$ cat src/rtl/sbl_cfg.svh
// register map, field positions, reset values and timing counts of the break/low-power block
`ifndef SBL_CFG_SVH
`define SBL_CFG_SVH
// ==========================================================================
// register byte addresses
`define SBL_ADDR_BRK_STAT   16'hFE00
`define SBL_ADDR_RST_SRC    16'hFE01
`define SBL_ADDR_BRK_CTRL   16'hFE03
`define SBL_ADDR_IRQ_STAT   16'hFE04
`define SBL_ADDR_IRQ_MASK   16'hFE05
// ==========================================================================
// field positions
`define SBL_BIT_WAIT_BRK    1
`define SBL_BIT_CLR_EN      7
`define SBL_BIT_POWER_ON    7
`define SBL_BIT_PIN         6
`define SBL_BIT_WDOG        5
`define SBL_BIT_BAD_OP      4
`define SBL_BIT_BAD_FETCH   3
`define SBL_BIT_MONITOR     2
`define SBL_BIT_LOW_VOLT    1
`define SBL_EVT_WAIT_BRK    0
`define SBL_EVT_STOP_DONE   1
// ==========================================================================
// reset values and constants
`define SBL_RST_SRC_INIT    8'h80
`define SBL_ZERO8           8'h00
`define SBL_IRQ_W           2
`define SBL_ERASED          8'hFF
// ==========================================================================
// stop recovery times in quad bus clock cycles
`define SBL_RECOV_LONG      4096
`define SBL_RECOV_SHORT     32
`define SBL_CNT_W           13
`endif

$ cat src/rtl/sbl_pkg.sv
// types shared by the break/low-power block
`default_nettype none
package sbl_pkg;
  // ==========================================================================
  // power state, one-hot
  typedef enum logic [3:0] {
    SBL_RUN   = 4'h1,
    SBL_WAIT  = 4'h2,
    SBL_STOP  = 4'h4,
    SBL_RECOV = 4'h8
  } sbl_state_t;
endpackage
`default_nettype wire

$ cat src/rtl/sbl_top.sv
// break flag protection, wait/stop control and status registers
// Summary of operation
// - in break, peripheral flag clears granted only while clear enable is set
// - a flag cleared in break stays cleared; no restore after break
// - second step of a two-step clear is gated only while in break
// - wait or stop instruction pulses the interrupt mask clear
// - wait stops processor clock, peripheral clock keeps running
// - interrupt in wait wakes processor, stacking one cycle later
// - reset or break also exits wait; break sets wait-exit-by-break bit
// - watchdog enabled and running in wait while disable option is zero
// - stop clears counter, gates both bus clocks; interrupt, break or reset exits
// - stop exit stacking starts only after recovery time elapsed
// - recovery is 4096 cycles, or 32 with short recovery option
// - counter held cleared during stop, then times the recovery
// - registers decoded at FE00, FE01, FE03, FE04 and FE05
// - wait-exit-by-break reads one after break exit; write zero or reset clears
// - reading the reset source register clears all its flags
// - power-on sets power-on flag, clears all other reset flags
// - every other reset source sets its own flag
// - monitor flag set on monitor entry with pin high and vectors erased
// - break request in run, wait, or stop without an interrupt forces software interrupt vector fetch
//
// Design decision made here: the plain strobed port.
`timescale 1ns/1ns
`default_nettype none
`include "sbl_cfg.svh"
module sbl_top
  import sbl_pkg::*;
#(
  parameter int NFLAG       = 8,
  parameter int RECOV_LONG  = `SBL_RECOV_LONG,
  parameter int RECOV_SHORT = `SBL_RECOV_SHORT
) (
  input  wire logic             clk_sys,
  input  wire logic             rst_n,
  input  wire logic [15:0]      reg_addr,
  input  wire logic [7:0]       reg_wdata,
  input  wire logic             reg_wr,
  input  wire logic             reg_rd,
  output logic      [7:0]       reg_rdata,
  input  wire logic             cpu_wait_exec,
  input  wire logic             cpu_stop_exec,
  input  wire logic             module_irq,
  input  wire logic             brk_req,
  input  wire logic             brk_done,
  input  wire logic             power_on_evt,
  input  wire logic             pin_rst_evt,
  input  wire logic             wdog_rst_evt,
  input  wire logic             bad_opcode_evt,
  input  wire logic             bad_fetch_evt,
  input  wire logic             monitor_entry_evt,
  input  wire logic             irq_pin_high,
  input  wire logic [7:0]       vec_fffe,
  input  wire logic [7:0]       vec_ffff,
  input  wire logic             low_voltage_evt,
  input  wire logic             short_recovery_opt,
  input  wire logic             watchdog_disable_opt,
  input  wire logic [NFLAG-1:0] flag_clr_req,
  output logic      [NFLAG-1:0] flag_clr_gnt,
  output logic                  in_break,
  output logic                  force_swi_vec,
  output logic                  imask_clear,
  output logic                  stack_start,
  output logic                  cpu_clk_en,
  output logic                  bus_clock_double_en,
  output logic                  bus_clock_quad_en,
  output logic                  recov_cnt_rst,
  output logic                  watchdog_en,
  output logic                  irq
);
  localparam logic [`SBL_CNT_W-1:0] LIM_LONG  = `SBL_CNT_W'(RECOV_LONG - 1);
  localparam logic [`SBL_CNT_W-1:0] LIM_SHORT = `SBL_CNT_W'(RECOV_SHORT - 1);

  // ==========================================================================
  // elaboration checks
  generate
    if (NFLAG < 1 || RECOV_SHORT < 1 || RECOV_SHORT > RECOV_LONG ||
        RECOV_LONG > (1 << `SBL_CNT_W)) begin : g_bad_param
      $error("sbl_top: parameter out of range");
    end
  endgenerate

  // ==========================================================================
  // register decode
  logic sel_brk_stat;
  logic sel_rst_src;
  logic sel_brk_ctrl;
  logic sel_irq_stat;
  logic sel_irq_mask;
  assign sel_brk_stat = (reg_addr == `SBL_ADDR_BRK_STAT);
  assign sel_rst_src  = (reg_addr == `SBL_ADDR_RST_SRC);
  assign sel_brk_ctrl = (reg_addr == `SBL_ADDR_BRK_CTRL);
  assign sel_irq_stat = (reg_addr == `SBL_ADDR_IRQ_STAT);
  assign sel_irq_mask = (reg_addr == `SBL_ADDR_IRQ_MASK);

  // ==========================================================================
  // state and storage
  sbl_state_t              state_q;
  sbl_state_t              state_d;
  logic [`SBL_CNT_W-1:0]   cnt_q;
  logic [`SBL_CNT_W-1:0]   lim_q;
  logic                    brk_pend_q;
  logic                    in_break_q;
  logic                    clr_en_q;
  logic                    wait_brk_q;
  logic [7:0]              rst_src_q;
  logic [`SBL_IRQ_W-1:0]   irq_stat_q;
  logic [`SBL_IRQ_W-1:0]   irq_mask_q;
  logic [7:0]              rdata_q;
  logic [NFLAG-1:0]        gnt_q;
  logic                    force_q;
  logic                    imask_q;
  logic                    stack_q;
  logic                    stack_pend_q;
  logic                    cpu_clk_q;
  logic                    bus_clk_q;
  logic                    cnt_rst_q;
  logic                    wdog_en_q;
  logic                    irq_q;

  // any reset source, used to leave low-power states
  logic monitor_ok;
  logic any_rst;
  logic wait_brk_exit;
  logic recov_done;
  assign monitor_ok = monitor_entry_evt & irq_pin_high &
                      (vec_fffe == `SBL_ERASED) & (vec_ffff == `SBL_ERASED);
  assign any_rst = power_on_evt | pin_rst_evt | wdog_rst_evt | bad_opcode_evt |
                   bad_fetch_evt | monitor_ok | low_voltage_evt;
  assign wait_brk_exit = (state_q == SBL_WAIT) & brk_req & ~any_rst;
  assign recov_done = (state_q == SBL_RECOV) & (cnt_q == lim_q) & ~any_rst;

  // ==========================================================================
  // power state machine
  always_comb begin
    state_d = state_q;
    case (state_q)
      SBL_RUN: begin
        if (any_rst) begin
          state_d = SBL_RUN;
        end else if (cpu_stop_exec) begin
          state_d = SBL_STOP;
        end else if (cpu_wait_exec) begin
          state_d = SBL_WAIT;
        end
      end
      SBL_WAIT: begin
        // interrupt, break or reset all wake the core
        if (any_rst || module_irq || brk_req) begin
          state_d = SBL_RUN;
        end
      end
      SBL_STOP: begin
        if (any_rst) begin
          state_d = SBL_RUN;
        end else if (module_irq || brk_req) begin
          state_d = SBL_RECOV;
        end
      end
      SBL_RECOV: begin
        if (any_rst || recov_done) begin
          state_d = SBL_RUN;
        end
      end
      default: begin
        state_d = SBL_RUN;
      end
    endcase
  end

  always_ff @(posedge clk_sys or negedge rst_n) begin
    if (!rst_n) begin
      state_q <= SBL_RUN;
    end else begin
      state_q <= state_d;
    end
  end

  // ==========================================================================
  // recovery counter: cleared through stop, counts during recovery
  always_ff @(posedge clk_sys or negedge rst_n) begin
    if (!rst_n) begin
      cnt_q <= '0;
      lim_q <= LIM_LONG;
    end else if (state_q != SBL_RECOV) begin
      cnt_q <= '0;
      // option sampled when recovery starts so a late change cannot shorten it
      lim_q <= short_recovery_opt ? LIM_SHORT : LIM_LONG;
    end else begin
      cnt_q <= cnt_q + `SBL_CNT_W'(1);
    end
  end

  // ==========================================================================
  // clock gating and watchdog enable
  always_ff @(posedge clk_sys or negedge rst_n) begin
    if (!rst_n) begin
      cpu_clk_q <= 1'b1;
      bus_clk_q <= 1'b1;
      cnt_rst_q <= 1'b0;
      wdog_en_q <= 1'b0;
    end else begin
      cpu_clk_q <= (state_d == SBL_RUN);
      bus_clk_q <= (state_d == SBL_RUN) || (state_d == SBL_WAIT);
      cnt_rst_q <= (state_d == SBL_STOP);
      wdog_en_q <= ~watchdog_disable_opt;
    end
  end

  // ==========================================================================
  // core handshakes: mask clear, stacking, break vector
  always_ff @(posedge clk_sys or negedge rst_n) begin
    if (!rst_n) begin
      imask_q      <= 1'b0;
      stack_q      <= 1'b0;
      stack_pend_q <= 1'b0;
      brk_pend_q   <= 1'b0;
      force_q      <= 1'b0;
    end else begin
      imask_q <= (state_q == SBL_RUN) & ~any_rst &
                 (cpu_wait_exec | cpu_stop_exec);
      // wait wake: stacking pulse lands one cycle after the wake cycle
      stack_pend_q <= (state_q == SBL_WAIT) & module_irq & ~brk_req & ~any_rst;
      stack_q <= stack_pend_q | (recov_done & ~brk_pend_q);
      // a break that ends stop without an interrupt is serviced after recovery
      if (state_q == SBL_STOP) begin
        brk_pend_q <= brk_req & ~module_irq;
      end else if (state_q != SBL_RECOV) begin
        brk_pend_q <= 1'b0;
      end
      force_q <= ((state_q == SBL_RUN) & brk_req & ~in_break_q & ~any_rst) |
                 wait_brk_exit | (recov_done & brk_pend_q);
    end
  end

  // ==========================================================================
  // break state
  always_ff @(posedge clk_sys or negedge rst_n) begin
    if (!rst_n) begin
      in_break_q <= 1'b0;
    end else if (any_rst) begin
      in_break_q <= 1'b0;
    end else if (force_q) begin
      in_break_q <= 1'b1;
    end else if (brk_done) begin
      in_break_q <= 1'b0;
    end
  end

  // ==========================================================================
  // flag clear gating, one gate per peripheral flag
  genvar gi;
  generate
    for (gi = 0; gi < NFLAG; gi++) begin : g_flag
      always_ff @(posedge clk_sys or negedge rst_n) begin
        if (!rst_n) begin
          gnt_q[gi] <= 1'b0;
        end else begin
          // the peripheral keeps its own first-step state, so gating the
          // final step alone protects flags armed before break
          gnt_q[gi] <= flag_clr_req[gi] & (~in_break_q | clr_en_q);
        end
      end
    end
  endgenerate

  // ==========================================================================
  // break flag control register
  always_ff @(posedge clk_sys or negedge rst_n) begin
    if (!rst_n) begin
      clr_en_q <= 1'b0;
    end else if (reg_wr && sel_brk_ctrl) begin
      clr_en_q <= reg_wdata[`SBL_BIT_CLR_EN];
    end
  end

  // ==========================================================================
  // break status register: hardware set beats software clear
  always_ff @(posedge clk_sys or negedge rst_n) begin
    if (!rst_n) begin
      wait_brk_q <= 1'b0;
    end else if (wait_brk_exit) begin
      wait_brk_q <= 1'b1;
    end else if (any_rst) begin
      wait_brk_q <= 1'b0;
    end else if (reg_wr && sel_brk_stat && !reg_wdata[`SBL_BIT_WAIT_BRK]) begin
      wait_brk_q <= 1'b0;
    end
  end

  // ==========================================================================
  // reset source register; new events beat the read clear
  always_ff @(posedge clk_sys or negedge rst_n) begin
    if (!rst_n) begin
      rst_src_q <= `SBL_RST_SRC_INIT;
    end else if (power_on_evt) begin
      rst_src_q <= `SBL_RST_SRC_INIT;
    end else begin
      rst_src_q <= (reg_rd && sel_rst_src) ? `SBL_ZERO8 : rst_src_q;
      if (pin_rst_evt) begin
        rst_src_q[`SBL_BIT_PIN] <= 1'b1;
      end
      if (wdog_rst_evt) begin
        rst_src_q[`SBL_BIT_WDOG] <= 1'b1;
      end
      if (bad_opcode_evt) begin
        rst_src_q[`SBL_BIT_BAD_OP] <= 1'b1;
      end
      if (bad_fetch_evt) begin
        rst_src_q[`SBL_BIT_BAD_FETCH] <= 1'b1;
      end
      if (monitor_ok) begin
        rst_src_q[`SBL_BIT_MONITOR] <= 1'b1;
      end
      if (low_voltage_evt) begin
        rst_src_q[`SBL_BIT_LOW_VOLT] <= 1'b1;
      end
    end
  end

  // ==========================================================================
  // interrupt status (write one to clear) and mask
  logic [`SBL_IRQ_W-1:0] irq_set;
  always_comb begin
    irq_set = '0;
    irq_set[`SBL_EVT_WAIT_BRK]  = wait_brk_exit;
    irq_set[`SBL_EVT_STOP_DONE] = recov_done;
  end

  always_ff @(posedge clk_sys or negedge rst_n) begin
    if (!rst_n) begin
      irq_stat_q <= '0;
      irq_mask_q <= '0;
      irq_q      <= 1'b0;
    end else begin
      if (reg_wr && sel_irq_stat) begin
        irq_stat_q <= (irq_stat_q & ~reg_wdata[`SBL_IRQ_W-1:0]) | irq_set;
      end else begin
        irq_stat_q <= irq_stat_q | irq_set;
      end
      if (reg_wr && sel_irq_mask) begin
        irq_mask_q <= reg_wdata[`SBL_IRQ_W-1:0];
      end
      irq_q <= |(irq_stat_q & irq_mask_q); // one cycle behind the status bit
    end
  end

  // ==========================================================================
  // read data, valid only in the cycle after the strobe
  always_ff @(posedge clk_sys or negedge rst_n) begin
    if (!rst_n) begin
      rdata_q <= `SBL_ZERO8;
    end else if (!reg_rd) begin
      rdata_q <= `SBL_ZERO8;
    end else if (sel_brk_stat) begin
      rdata_q <= 8'(wait_brk_q) << `SBL_BIT_WAIT_BRK;
    end else if (sel_rst_src) begin
      rdata_q <= rst_src_q;
    end else if (sel_brk_ctrl) begin
      rdata_q <= 8'(clr_en_q) << `SBL_BIT_CLR_EN;
    end else if (sel_irq_stat) begin
      rdata_q <= 8'(irq_stat_q);
    end else if (sel_irq_mask) begin
      rdata_q <= 8'(irq_mask_q);
    end else begin
      rdata_q <= `SBL_ZERO8; // unmapped reads as zero
    end
  end

  // ==========================================================================
  // outputs
  assign reg_rdata           = rdata_q;
  assign flag_clr_gnt        = gnt_q;
  assign in_break            = in_break_q;
  assign force_swi_vec       = force_q;
  assign imask_clear         = imask_q;
  assign stack_start         = stack_q;
  assign cpu_clk_en          = cpu_clk_q;
  assign bus_clock_double_en = bus_clk_q;
  assign bus_clock_quad_en   = bus_clk_q;
  assign recov_cnt_rst       = cnt_rst_q;
  assign watchdog_en         = wdog_en_q;
  assign irq                 = irq_q;
endmodule
`default_nettype wire

$ cat config.mk
export PLATFORM = sky130hd
export DESIGN_NAME = sbl_top
export DESIGN_NICKNAME = d
export VERILOG_FILES = /design/src/rtl/sbl_pkg.sv /design/src/rtl/sbl_top.sv
export VERILOG_INCLUDE_DIRS = /design/src /design/src/rtl
export SDC_FILE = /design/constraint.sdc
export NUM_CORES = 1
export LEC_CHECK = 0
export ABC_CLOCK_PERIOD_IN_PS = 2400
export BUFFER_PORTS_ARGS = -buffer_cell sky130_fd_sc_hd__buf_2
export CAP_MARGIN = 20
export CORE_ASPECT_RATIO = 0.7
export CORE_MARGIN = 10
export CORE_UTILIZATION = 49
export DETAILED_ROUTE_END_ITERATION = 6
export PLACE_DENSITY = 0.84
export SYNTH_ARGS = -nofsm -noshare
export SYNTH_HDL_FRONTEND = slang
export SYNTH_SLANG_ARGS = --single-unit
$ cat constraint.sdc
create_clock -name clk_sys -period 2.4 [get_ports clk_sys]
set_clock_uncertainty 0.2 [all_clocks]
set_input_delay 0.36 -clock clk_sys [delete_from_list [all_inputs] [get_ports clk_sys]]
set_output_delay 0.36 -clock clk_sys [all_outputs]
set_load 0.02 [all_outputs]
### Word level (Yosys, flattened, before mapping)

Cells that the tools add are included.

* add/sub/neg operators: 1
* eq/ne operators: 16
* multiplexer cells: 33
* bitwise operators: 48
* reductions and logical operators: 23

Operators by type and width (count)
* $eq A16 B16 Y1 const B: 5
* $mux W8: 6
* $mux W4: 7
* $and A1 B1 Y1: 26
* $reduce_bool A3 Y1: 8
* $eq A8 B8 Y1 const B: 2
* $pmux W4 S4: 1
* $mux W1: 14
* $add A13 B1 Y13 const B: 1
* $eq A13 B13 Y1: 1
* $mux W13: 1
* $mux W12: 1
* $or A1 B1 Y1: 11
* $eq A4 B1 Y1 const B: 2
* $eq A4 B2 Y1 const B: 2
* $eq A4 B3 Y1 const B: 2
* $logic_and A1 B1 Y1: 6
* $mux W2: 3
* $not A1 Y1: 6
* $logic_or A1 B1 Y1: 5
* $and A2 B2 Y2: 2
* $eq A4 B4 Y1 const B: 1
* $ne A4 B4 Y1 const B: 1
* $or A2 B2 Y2: 2
* other kinds (4): 5

* flip-flop bits (word level): 71
* input port bits: 67

### Longest topological paths before layout

Gate-level depths: netlist of run 1.

* word-level depth: 13
* gate-level depth with buffers: 6
* mapped depth without buffers: 6

### Least setup slack after synthesis of run 1

No wires, ideal clock.

* path type: input-to-reg
* start: input reg_addr[3]
* end: register rst_src_q[1]
* library setup time: 0.128 ns
* arrival: 1.677 ns
* required time: 2.072 ns
* setup slack: 0.394 ns
* stages on the path: 6
* buffers on the path: 1
* cell sequence: nor4_1 > nand4_1 > or4_1 > buf_2 > a21oi_1 > nor2_1

* cells in the longest elaborated chain, start to end: 3

Ends and longest elaborated chain
* start, declared: RTL line sbl_top.sv:36 `input wire logic [15:0] reg_addr,`
* $eq A16 B16 Y1 (no source line)
* $logic_and A1 B1 Y1: RTL line sbl_top.sv:299 `` rst_src_q <= (reg_rd && sel_rst_src) ? `SBL_ZERO8 : rst_src_q; ``
* $reduce_bool A3 Y1 (no source line)
* end signal, assigned: RTL line sbl_top.sv:295 `` rst_src_q <= `SBL_RST_SRC_INIT; ``
* end signal, assigned: RTL line sbl_top.sv:297 `` rst_src_q <= `SBL_RST_SRC_INIT; ``
* end signal, assigned: RTL line sbl_top.sv:299
* end, declared: RTL line sbl_top.sv:106 `logic [7:0] rst_src_q;`

No other way between the ends.
A chain may end at the register's enable or synchronous reset.

### Worst setup path in the final report of run 1

* start: register cnt_q[6]
* end: register stack_q (netlist: stack_start)

* cells in the longest elaborated chain, start to end: 5

Ends and longest elaborated chain
* start, declared: RTL line sbl_top.sv:100 `` logic [`SBL_CNT_W-1:0] cnt_q; ``
* start signal, assigned: RTL line sbl_top.sv:190 `` cnt_q <= cnt_q + `SBL_CNT_W'(1); ``
* $eq A13 B13 Y1: RTL line sbl_top.sv:131 `assign recov_done = (state_q == SBL_RECOV) & (cnt_q == lim_q) & ~any_rst;`
* $and A1 B1 Y1 (2 in series): RTL line sbl_top.sv:131
* $and A1 B1 Y1: RTL line sbl_top.sv:224 `stack_q <= stack_pend_q | (recov_done & ~brk_pend_q);`
* $or A1 B1 Y1: RTL line sbl_top.sv:224
* end signal, assigned: RTL line sbl_top.sv:224
* end, declared: RTL line sbl_top.sv:113 `logic stack_q;`

No other way between the ends.

==> impl_metrics.json, run 1 <==
{
  "drt_pre_antenna_iters": 4,
  "via_count": 2029,
  "wl_per_cell_um": 14.7,
  "pre_cts_slack_ns": 0.253,
  "antenna_found_initial": 0,
  "seq_area_frac_synth": 0.575,
  "global_route.overflow_total": 0,
  "tightest_pin_transition_ns": 0.639,
  "row_count": 21,
  "synthesis.instances": 230,
  "power.share.sequential": 0.473,
  "hold_viol_final": 0,
  "run_status": "completed",
  "cts_buffers": 9,
  "cp-start-kind": "register",
  "setup_viol": 0,
  "die-width_um": 106,
  "antenna_fix_cells": 0,
  "postRouteWirelength_um": 5920,
  "cts_root_buffer": "sky130_fd_sc_hd__clkbuf_8",
  "place_inst": 383,
  "p_sw_frac": 0.211,
  "mappedNetlistArea_um2": 2540,
  "final-instance-count-excl-fill": 402,
  "rsz0062_at_grt": "no",
  "share_comb_of_total_power": 0.065,
  "die_height_um": 80.2,
  "final_critical_path_setup_slack_ns": 0.251,
  "grt_pass1_wl_um": 10200,
  "post_route_cells_drive_above_1_share": 0.354,
  "achievable-frequency_mhz": 465,
  "insertion_delay_ns": 0.32,
  "io_buffer_count": 87,
  "max-slew-margin-rel": 0.568,
  "hpwlAfterDp_um": 4680,
  "final_area_um2": 3310,
  "route.detailed.drc": 0,
  "hold_path.class": "input pin to register",
  "post_dp_cell_area_um2": 3060,
  "post_drt_via_cell_ratio": 5.05,
  "cts-root-to-sink-buffers": 2,
  "critPathKind": "register to register",
  "final_net_count": 396,
  "pwr_density_cell_nw_per_um2": 640,
  "clock_power_share": 0.461,
  "place_congestion": 0.852,
  "cell_internal_power_w": 0.00167,
  "final_period_minus_worst_setup_slack_ns": 2.15,
  "postCtsSetupRepairBufs": 0,
  "layout.filler_cells": 394,
  "post_route_ant_nets": 0,
  "drv.max_cap_violation_count": 0,
  "synthDistinctLibCells": 47,
  "cts_max_level": 3,
  "grt_pass1_vias": 2199,
  "design.die.area_um2": 8500,
  "peakVddDrop_uv": 569,
  "postSynthAreaPerCell_um2": 11.0,
  "floorplan.io_pins": 93,
  "synth_warnings": 0,
  "final.setup.tns_ns": 0,
  "multiInputGateArea_um2": 1020,
  "tritoncts": "yes",
  "crit_path_max_fanout": 6,
  "arrival_ns": 2.19,
  "maxSlewViolCount": 0,
  "power.switching_w": 0.000447,
  "cp-end-kind": "register",
  "period_share": 0.895,
  "clk_pin_slew_worst_paths_ns": 0.07,
  "core_um2": 4890,
  "cts_num_sinks": 58,
  "postSynthNetCount": 298,
  "starting_utilization_of_the_core_area": 0.519,
  "detail_route.iter0.violations": 133,
  "worst_ep_required_time_ns": 2.44,
  "grt_max_degree": 43,
  "leakage_dissipation_nw": 1.55,
  "layout.area.seq_um2": 1460,
  "design_power_total_w": 0.00212,
  "post_cts.resized_instances": 0,
  "synthToLayoutAreaGrowth_pct": 30.4,
  "synth.ff_latch_count": 58,
  "number_of_hold_buffers_added_after_cts": 3,
  "global_route.usage.total": 0.147
}
## worst max-delay path, stage by stage (launching register included)
cell                      delay (ns)
sky130_fd_sc_hd__dfrtp_1        0.45
sky130_fd_sc_hd__or4_1          0.52
sky130_fd_sc_hd__o22a_1         0.24
sky130_fd_sc_hd__nor4b_4        0.33
sky130_fd_sc_hd__nand2_2        0.14
sky130_fd_sc_hd__o31ai_2        0.19
## cells by family after synthesis
logic type | Yosys count | synth area share
AND/OR/NAND/NOR | 109 | 0.247
flip-flops | 58 | 0.575
AO/OA/AOI/OAI | 32 | 0.0814
buffers and inverters | 13 | 0.0242
XOR/XNOR | 11 | 0.0380
multiplexers | 6 | 0.0301
adder cells (fa/ha/maj) | 1 | 0.00493
## synthesized netlist by cell type (all sizes together)
cell / instances / area [um2]
and2: 14 / 87.6
a21oi: 15 / 78.8
clkinv: 1 / 3.75
o2bb2ai: 2 / 17.5
o21ai: 6 / 30.0
mux4: 1 / 22.5
buf: 3 / 23.8
nand3b: 5 / 37.5
o22a: 1 / 8.76
a32o: 1 / 10.0
a21o: 1 / 7.51
or4: 3 / 26.3
ha: 1 / 12.5
clkbuf: 3 / 11.3
mux2i: 2 / 20.0
and4: 3 / 26.3
inv: 6 / 22.5
a31o: 1 / 8.76
nor4b: 4 / 65.1
xor2: 5 / 43.8
o41ai: 1 / 8.76
and3: 4 / 25.0
a22o: 1 / 8.76
nor4: 6 / 37.5
o31ai: 1 / 12.5
nor2b: 3 / 18.8
dfstp: 5 / 131
a31oi: 1 / 6.26
mux2: 3 / 33.8
nand4: 6 / 37.5
nor3: 5 / 25.0
nand2b: 3 / 18.8
nand2: 13 / 51.3
nand3: 7 / 40.0
xnor2: 6 / 52.6
or3: 2 / 12.5
dfrtp: 53 / 1330
a32oi: 1 / 8.76
nor2: 31 / 116
## path summary, 6_finish.rpt
kind | from | end | slack [ns] | cells after the start
min in group asynchronous | rst_n | cnt_q[1] | 0.30 | 2
worst min-delay path | flag_clr_req[3] | flag_clr_gnt[3] | 0.04 | 2
worst max register to register | cnt_q[6] | stack_start | 0.25 | 5
worst max-delay path | cnt_q[6] | stack_start | 0.25 | 5
worst min register to register | stack_pend_q | stack_start | 0.26 | 2
max in group asynchronous | rst_n | rst_src_q[7] | 1.11 | 3
## power groups by stage
stage	logic, W	registers [W]	clock network (W)
floorplan	0.0000348	0.00103	0
global placement	0.000133	0.00102	0
detailed placement	0.000137	0.00102	0
CTS	0.000141	0.00100	0.000996
global route	0.000157	0.00100	0.00105
finish	0.000138	0.00100	0.000976
## area by class of cell
class,instances,share of cell area
timing repair buffer,93,0.151
sequential,58,0.441
inverter,7,0.00795
tap,69,0.0261
clock inverter,5,0.0235
multi-input combinational,159,0.308
clock buffer,11,0.0428
## per-layer routing
| layer | global-route usage | vias up | share of wire |
|---|---|---|---|
| met5 | 0 | - | 0 |
| met4 | 0.0472 | 0 | 0.011 |
| met3 | 0.0574 | 9 | 0.069 |
| met2 | 0.242 | 64 | 0.48 |
| met1 | 0.174 | 950 | 0.44 |
| li1 | - | 1006 | - |
## cell usage in the layout (no fill, tap or decap), drive strengths merged, types with 2 or more instances in the layout
master / synthesis / final
buf: 3 / 90
dfrtp: 53 / 53
nor2: 31 / 31
a21oi: 15 / 15
and2: 14 / 14
nand2: 13 / 13
clkbuf: 3 / 11
nand3: 7 / 7
nor4: 6 / 6
nand4: 6 / 6
xnor2: 6 / 6
inv: 6 / 6
o21ai: 6 / 6
nand3b: 5 / 5
xor2: 5 / 5
nor3: 5 / 5
dfstp: 5 / 5
and3: 4 / 4
nor4b: 4 / 4
nor2b: 3 / 3
and4: 3 / 3
nand2b: 3 / 3
mux2: 3 / 3
dlygate4sd3: 0 / 3
or4: 3 / 3
clkinv: 1 / 3
o2bb2ai: 2 / 2
or3: 2 / 2
mux2i: 2 / 2
bufinv: 0 / 2
## metrics by stage
step,utilization,hold slack (ns)
2_1_floorplan,-,-0.136
6_report,0.677,0.0388
5_1_grt,0.677,0.0271
3_3_place_gp,0.626,0.107
4_1_cts,0.677,0.0297
3_5_place_dp,0.626,0.107
## sequential cells by signal, indices dropped and copies added, names as in the netlist, 2 cells and up
signal and cells:
irq_stat_q 2, cnt_q 13, rst_src_q 7, irq_mask_q 2, state_q 4, reg_rdata 8
flag_clr_gnt 8
(Power assumes the default switching activity.)
==> run 2: changes to the inputs <==
--- a/config.mk
+++ b/config.mk
@@ -7,13 +7,13 @@
 export NUM_CORES = 1
 export LEC_CHECK = 0
 export ABC_CLOCK_PERIOD_IN_PS = 2400
-export BUFFER_PORTS_ARGS = -buffer_cell sky130_fd_sc_hd__buf_2
 export CAP_MARGIN = 20
 export CORE_ASPECT_RATIO = 0.7
 export CORE_MARGIN = 10
-export CORE_UTILIZATION = 49
+export CORE_UTILIZATION = 62
 export DETAILED_ROUTE_END_ITERATION = 6
-export PLACE_DENSITY = 0.84
+export DONT_BUFFER_PORTS = 1
+export PLACE_DENSITY = 0.83
 export SYNTH_ARGS = -nofsm -noshare
 export SYNTH_HDL_FRONTEND = slang
 export SYNTH_SLANG_ARGS = --single-unit
==> impl_metrics.json, run 2 (synthesis results as in run 1) <==
{
  "run_status": "completed",
  "post_dp_cell_area_um2": 2580,
  "postRouteWirelength_um": 6420,
  "worst-r2r-cell-count": 5,
  "critPathKind": "register to register",
  "setup_viol": 0,
  "place_congestion": 0.851,
  "layout_commonest_cell": "sky130_fd_sc_hd__dfrtp_1",
  "design.die.area_um2": 7090,
  "tritoncts": "yes",
  "row_count": 19,
  "grt_pass1_vias": 2030,
  "layout.filler_cells": 238,
  "grtUsageMet2": 0.287,
  "grt_max_degree": 59,
  "floorplan.io_pins": 93,
  "cp-end-kind": "register",
  "die-width_um": 96.4,
  "hold-path-cell-count": 2,
  "post_cts.resized_instances": 0,
  "leakage_dissipation_nw": 1.29,
  "met1_use_gr": 0.229,
  "cts_num_sinks": 58,
  "final_period_minus_worst_setup_slack_ns": 2.28,
  "r2r_setup_slk_ns": 0.12,
  "hpwlAfterDp_um": 4160,
  "min_to": "rst_src_q[1]",
  "max-slew-margin-rel": 0.538,
  "clk_pin_slew_worst_paths_ns": 0.07,
  "crit_path_max_fanout": 6,
  "antenna_found_initial": 0,
  "insertion_delay_ns": 0.34,
  "final_net_count": 329,
  "cts_root_buffer": "sky130_fd_sc_hd__clkbuf_8",
  "drt_pre_antenna_iters": 6,
  "route.detailed.drc": 0,
  "synthToLayoutAreaGrowth_pct": 21.0,
  "cts_max_level": 3,
  "post_route_utilization": 0.782,
  "worst_ep_required_time_ns": 2.44,
  "post_route_ant_nets": 0,
  "arrival_ns": 2.32,
  "final_area_um2": 3070,
  "design_power_total_w": 0.00213,
  "drv.max_cap_violation_count": 0,
  "cp-start-kind": "register",
  "core_um2": 3920,
  "wl_per_cell_um": 20.2,
  "antenna_fix_cells": 0,
  "die_height_um": 73.5,
  "peakVddDrop_uv": 566,
  "final_cell_mix": "53 x sky130_fd_sc_hd__dfrtp_1, 31 x sky130_fd_sc_hd__nor2_1, 23 x sky130_fd_sc_hd__dlygate4sd3_1",
  "via_count": 1907,
  "layer_carrying_the_most_global_route_usage": "met2",
  "maxSlewViolCount": 0,
  "cts-root-to-sink-buffers": 2,
  "r2r_path_start": "cnt_q[6]",
  "largest_register_ff_count": 13,
  "global_route.usage.met3": 0.0987,
  "detail_route.iter0.violations": 152,
  "rsz0062_at_grt": "no",
  "hold_path.class": "input pin to register",
  "hold_viol_final": 0,
  "cts_buffers": 9,
  "postCtsSetupRepairBufs": 0,
  "final.setup.tns_ns": 0,
  "post_drt_via_cell_ratio": 6.00,
  "io_buffer_count": 0,
  "global_route.usage.total": 0.191,
  "grt_pass1_wl_um": 10300,
  "period_share": 0.950,
  "number_of_hold_buffers_added_after_cts": 24,
  "starting_utilization_of_the_core_area": 0.647,
  "endpoint_of_the_lowest_slack_register_to_register_path": "stack_start",
  "post_route_cells_drive_above_1_share": 0.117,
  "tightest_pin_transition_ns": 0.683,
  "worst_hold_launch": "low_voltage_evt",
  "pwr_density_cell_nw_per_um2": 694,
  "global_route.overflow_total": 0,
  "achievable-frequency_mhz": 439,
  "max_flop_register": "cnt_q"
}
-- run 2: cell types whose count changed in the layout (fill, tap and decap cells not counted), sizes merged --
cell	change
buf	-87
clkbuf	+1
clkinvlp	-1
dlygate4sd3	+20
-- run 2: layout make-up --
cell class | count | area, um2 | area share
Clock inverter | 4 | 73.8 | 0.0241
Clock buffer | 12 | 155 | 0.0506
Inverter | 7 | 26.3 | 0.00856
Multi-Input combinational cell | 159 | 1020 | 0.332
Timing Repair Buffer | 26 | 273 | 0.0889
Tap cell | 52 | 65.1 | 0.0212
Sequential cell | 58 | 1460 | 0.475
-- run 2: per-stage QoR --
stage	hold WS, ns	std cells	setup WS (ns)
after floorplan	-0.136	230	0.394
after global placement	-0.134	278	0.302
after detailed placement	-0.134	278	0.243
after CTS	0.00457	318	0.170
after global routing	0.00705	318	0.0306
final	0.00353	318	0.121
-- run 2: per-layer routing --
| metal | part of all wire | vias to the layer above |
|---|---|---|
| met5 | 0 | - |
| li1 | - | 871 |
| met3 | 0.11 | 13 |
| met4 | 0.019 | 0 |
| met2 | 0.46 | 104 |
| met1 | 0.41 | 919 |
-- run 2: worst max-delay path, cell delays in order, from the launching register on --
cell and delay (ns):
sky130_fd_sc_hd__dfrtp_1 0.45, sky130_fd_sc_hd__or4_1 0.55, sky130_fd_sc_hd__o22a_1 0.26, sky130_fd_sc_hd__nor4b_4 0.37
sky130_fd_sc_hd__nand2_2 0.15, sky130_fd_sc_hd__o31ai_2 0.21
-- run 2: how the worst max path moves through the flow --
| stage | startpoint | end | slack, ns | cells past startpoint |
|---|---|---|---|---|
| 2_1_floorplan | reg_addr[3] | rst_src_q[1] | 0.39 | 6 |
| 3_3_place_gp | cnt_q[6] | stack_start | 0.30 | 5 |
| 3_5_place_dp | cnt_q[6] | stack_start | 0.24 | 5 |
| 4_1_cts | cnt_q[6] | stack_start | 0.17 | 5 |
| 5_1_grt | cnt_q[6] | stack_start | 0.03 | 5 |
| 6_report | cnt_q[6] | stack_start | 0.12 | 5 |
-- run 2: where the power goes --
group	switching (W)	internal (W)
Sequential	0.0000203	0.000994
Combinational	0.0000462	0.0000479
Clock	0.000378	0.000641
==> run 3: changes to the inputs <==
--- a/config.mk
+++ b/config.mk
@@ -14,6 +14,7 @@
 export DETAILED_ROUTE_END_ITERATION = 6
 export DONT_BUFFER_PORTS = 1
 export PLACE_DENSITY = 0.83
+export SETUP_SLACK_MARGIN = 0.2
 export SYNTH_ARGS = -nofsm -noshare
 export SYNTH_HDL_FRONTEND = slang
 export SYNTH_SLANG_ARGS = --single-unit
==> impl_metrics.json, run 3 (synthesis results as in run 1) <==
{
  "run_status": "completed",
  "post_route_ant_nets": 0,
  "cts_root_buffer": "sky130_fd_sc_hd__clkbuf_8",
  "final_cell_mix": "52 x sky130_fd_sc_hd__dfrtp_1, 31 x sky130_fd_sc_hd__nor2_1, 23 x sky130_fd_sc_hd__dlygate4sd3_1",
  "rsz0062_at_grt": "yes",
  "cp-start-kind": "register",
  "hold_viol_final": 0,
  "place_congestion": 0.851,
  "wl_per_cell_um": 19.9,
  "crit_chain": "or4_4 > o22a_1 > nor4b_4 > nand2_2 > o31ai_2",
  "starting_utilization_of_the_core_area": 0.647,
  "core_um2": 3920,
  "insertion_delay_ns": 0.34,
  "drt_pre_antenna_iters": 4,
  "critical-path-max-stage-delay_ns": 0.51,
  "grt_max_degree": 59,
  "cts_buffers": 9,
  "cts_max_level": 3,
  "detail_route.iter0.violations": 142,
  "final.setup.tns_ns": 0,
  "setup_viol": 0,
  "worst_ep_required_time_ns": 2.45,
  "cts-root-to-sink-buffers": 2,
  "io_buffer_count": 0,
  "via_count": 1928,
  "worstPathBufferInverterCount": 0,
  "final_critical_path_setup_slack_ns": 0.173,
  "achievable-frequency_mhz": 449,
  "max_flop_register": "cnt_q",
  "synthToLayoutAreaGrowth_pct": 21.7,
  "antenna_found_initial": 0,
  "met1_use_gr": 0.232,
  "hold_path.class": "input pin to register",
  "cts_num_sinks": 58,
  "global_route.usage.met3": 0.101,
  "final_period_minus_worst_setup_slack_ns": 2.23,
  "floorplan.io_pins": 93,
  "post_drt_via_cell_ratio": 6.04,
  "global_route.overflow_total": 0,
  "pwr_density_cell_nw_per_um2": 690,
  "max-slew-margin-rel": 0.534,
  "layout.filler_cells": 230,
  "hpwlAfterDp_um": 4160,
  "pre_cts_slack_ns": 0.243,
  "cp-end-kind": "register",
  "multiInputGateArea_um2": 1030,
  "layout.area.seq_um2": 1460,
  "drv.max_cap_violation_count": 0,
  "layout_commonest_cell": "sky130_fd_sc_hd__dfrtp_1",
  "die-width_um": 96.4,
  "maxSlewViolCount": 0,
  "leakage_dissipation_nw": 1.30,
  "cp_slowest_cell": "sky130_fd_sc_hd__or4_4",
  "peakVddDrop_uv": 568,
  "crit_path_max_fanout": 4,
  "tightest_pin_transition_ns": 0.690,
  "route.detailed.drc": 0,
  "final_net_count": 330,
  "arrival_ns": 2.27,
  "period_share": 0.928,
  "tritoncts": "yes",
  "timing.critical_path.max_delay_family": "simple AND/OR/NAND/NOR gates",
  "global_route.usage.total": 0.186,
  "grt_pass1_wl_um": 10000,
  "critPathKind": "register to register",
  "row_count": 19,
  "grt_pass1_vias": 2002,
  "layer_carrying_the_most_global_route_usage": "met2",
  "largest_register_ff_count": 13,
  "antenna_fix_cells": 0,
  "design.die.area_um2": 7090,
  "grtUsageMet2": 0.266,
  "post_route_cells_drive_above_1_share": 0.131,
  "die_height_um": 73.5,
  "clk_pin_slew_worst_paths_ns": 0.07,
  "postRouteWirelength_um": 6350
}
[run 3: cell types whose count changed in the layout (fill, tap and decap cells not counted)]
cell,before,now
sky130_fd_sc_hd__o2bb2ai_1,2,1
sky130_fd_sc_hd__or4_1,2,1
sky130_fd_sc_hd__buf_4,2,3
sky130_fd_sc_hd__o2bb2ai_2,0,1
sky130_fd_sc_hd__or4_4,1,2
sky130_fd_sc_hd__dfrtp_2,0,1
sky130_fd_sc_hd__dfrtp_1,53,52
[run 3: layer usage]
layer | vias to the layer above | part of all wire
met5 | - | 0
met4 | 0 | 0.016
met3 | 12 | 0.11
met2 | 109 | 0.46
met1 | 932 | 0.41
li1 | 875 | -
[run 3: worst reg2reg max path, stage by stage (launching register included)]
cell and delay (ns):
sky130_fd_sc_hd__dfrtp_2 0.43, sky130_fd_sc_hd__or4_4 0.51, sky130_fd_sc_hd__o22a_1 0.24, sky130_fd_sc_hd__nor4b_4 0.38, sky130_fd_sc_hd__nand2_2 0.16, sky130_fd_sc_hd__o31ai_2 0.22
[run 3: metrics by stage]
stage               cell area [um2]  instances  hold WS, ns   util  power [W]
floorplan                      2540        230       -0.136      -    0.00106
detailed placement             2580        278       -0.134  0.658    0.00107
CTS                            3070        318      0.00457  0.782    0.00214
global placement               2580        278       -0.134  0.658    0.00107
finish                         3090        319      0.00716  0.787    0.00213
global route                   3090        319      0.00863  0.787    0.00221
[run 3: final cells by class]
cell class / count / share of cell area
clock buffer: 12 / 0.0503
clock inverter: 4 / 0.0239
inverter: 7 / 0.00851
multi-input combinational: 159 / 0.333
sequential: 58 / 0.473
tap: 52 / 0.0211
timing repair buffer: 27 / 0.0908
[run 3: timing repair]
item | CTS | global route
pin swaps | 1 | 3
hold buffers | 24 | 0
endpoints found under the setup margin | 1 | 7
gates resized for setup | 0 | 3
hold endpoints to repair | 82 | 0
buffers inserted | 0 | 1
[run 3: path summary, 6_finish.rpt]
check | startpoint | endpoint | depth (start not counted) | slack, ns
max | cnt_q[6] | stack_start | 5 | 0.17
min | low_voltage_evt | rst_src_q[1] | 2 | 0.007
max reg2reg | cnt_q[6] | stack_start | 5 | 0.17
min reg2reg | stack_pend_q | stack_start | 2 | 0.27
max in group asynchronous | rst_n | state_q[0] | 2 | 1.37
min in group asynchronous | rst_n | reg_rdata[7] | 2 | 0.34
[run 3: power breakdown]
group,switching (W),internal (W),total (W)
Sequential,0.0000204,0.000995,0.00101
Clock,0.000378,0.000641,0.00102
Combinational,0.0000458,0.0000484,0.0000942
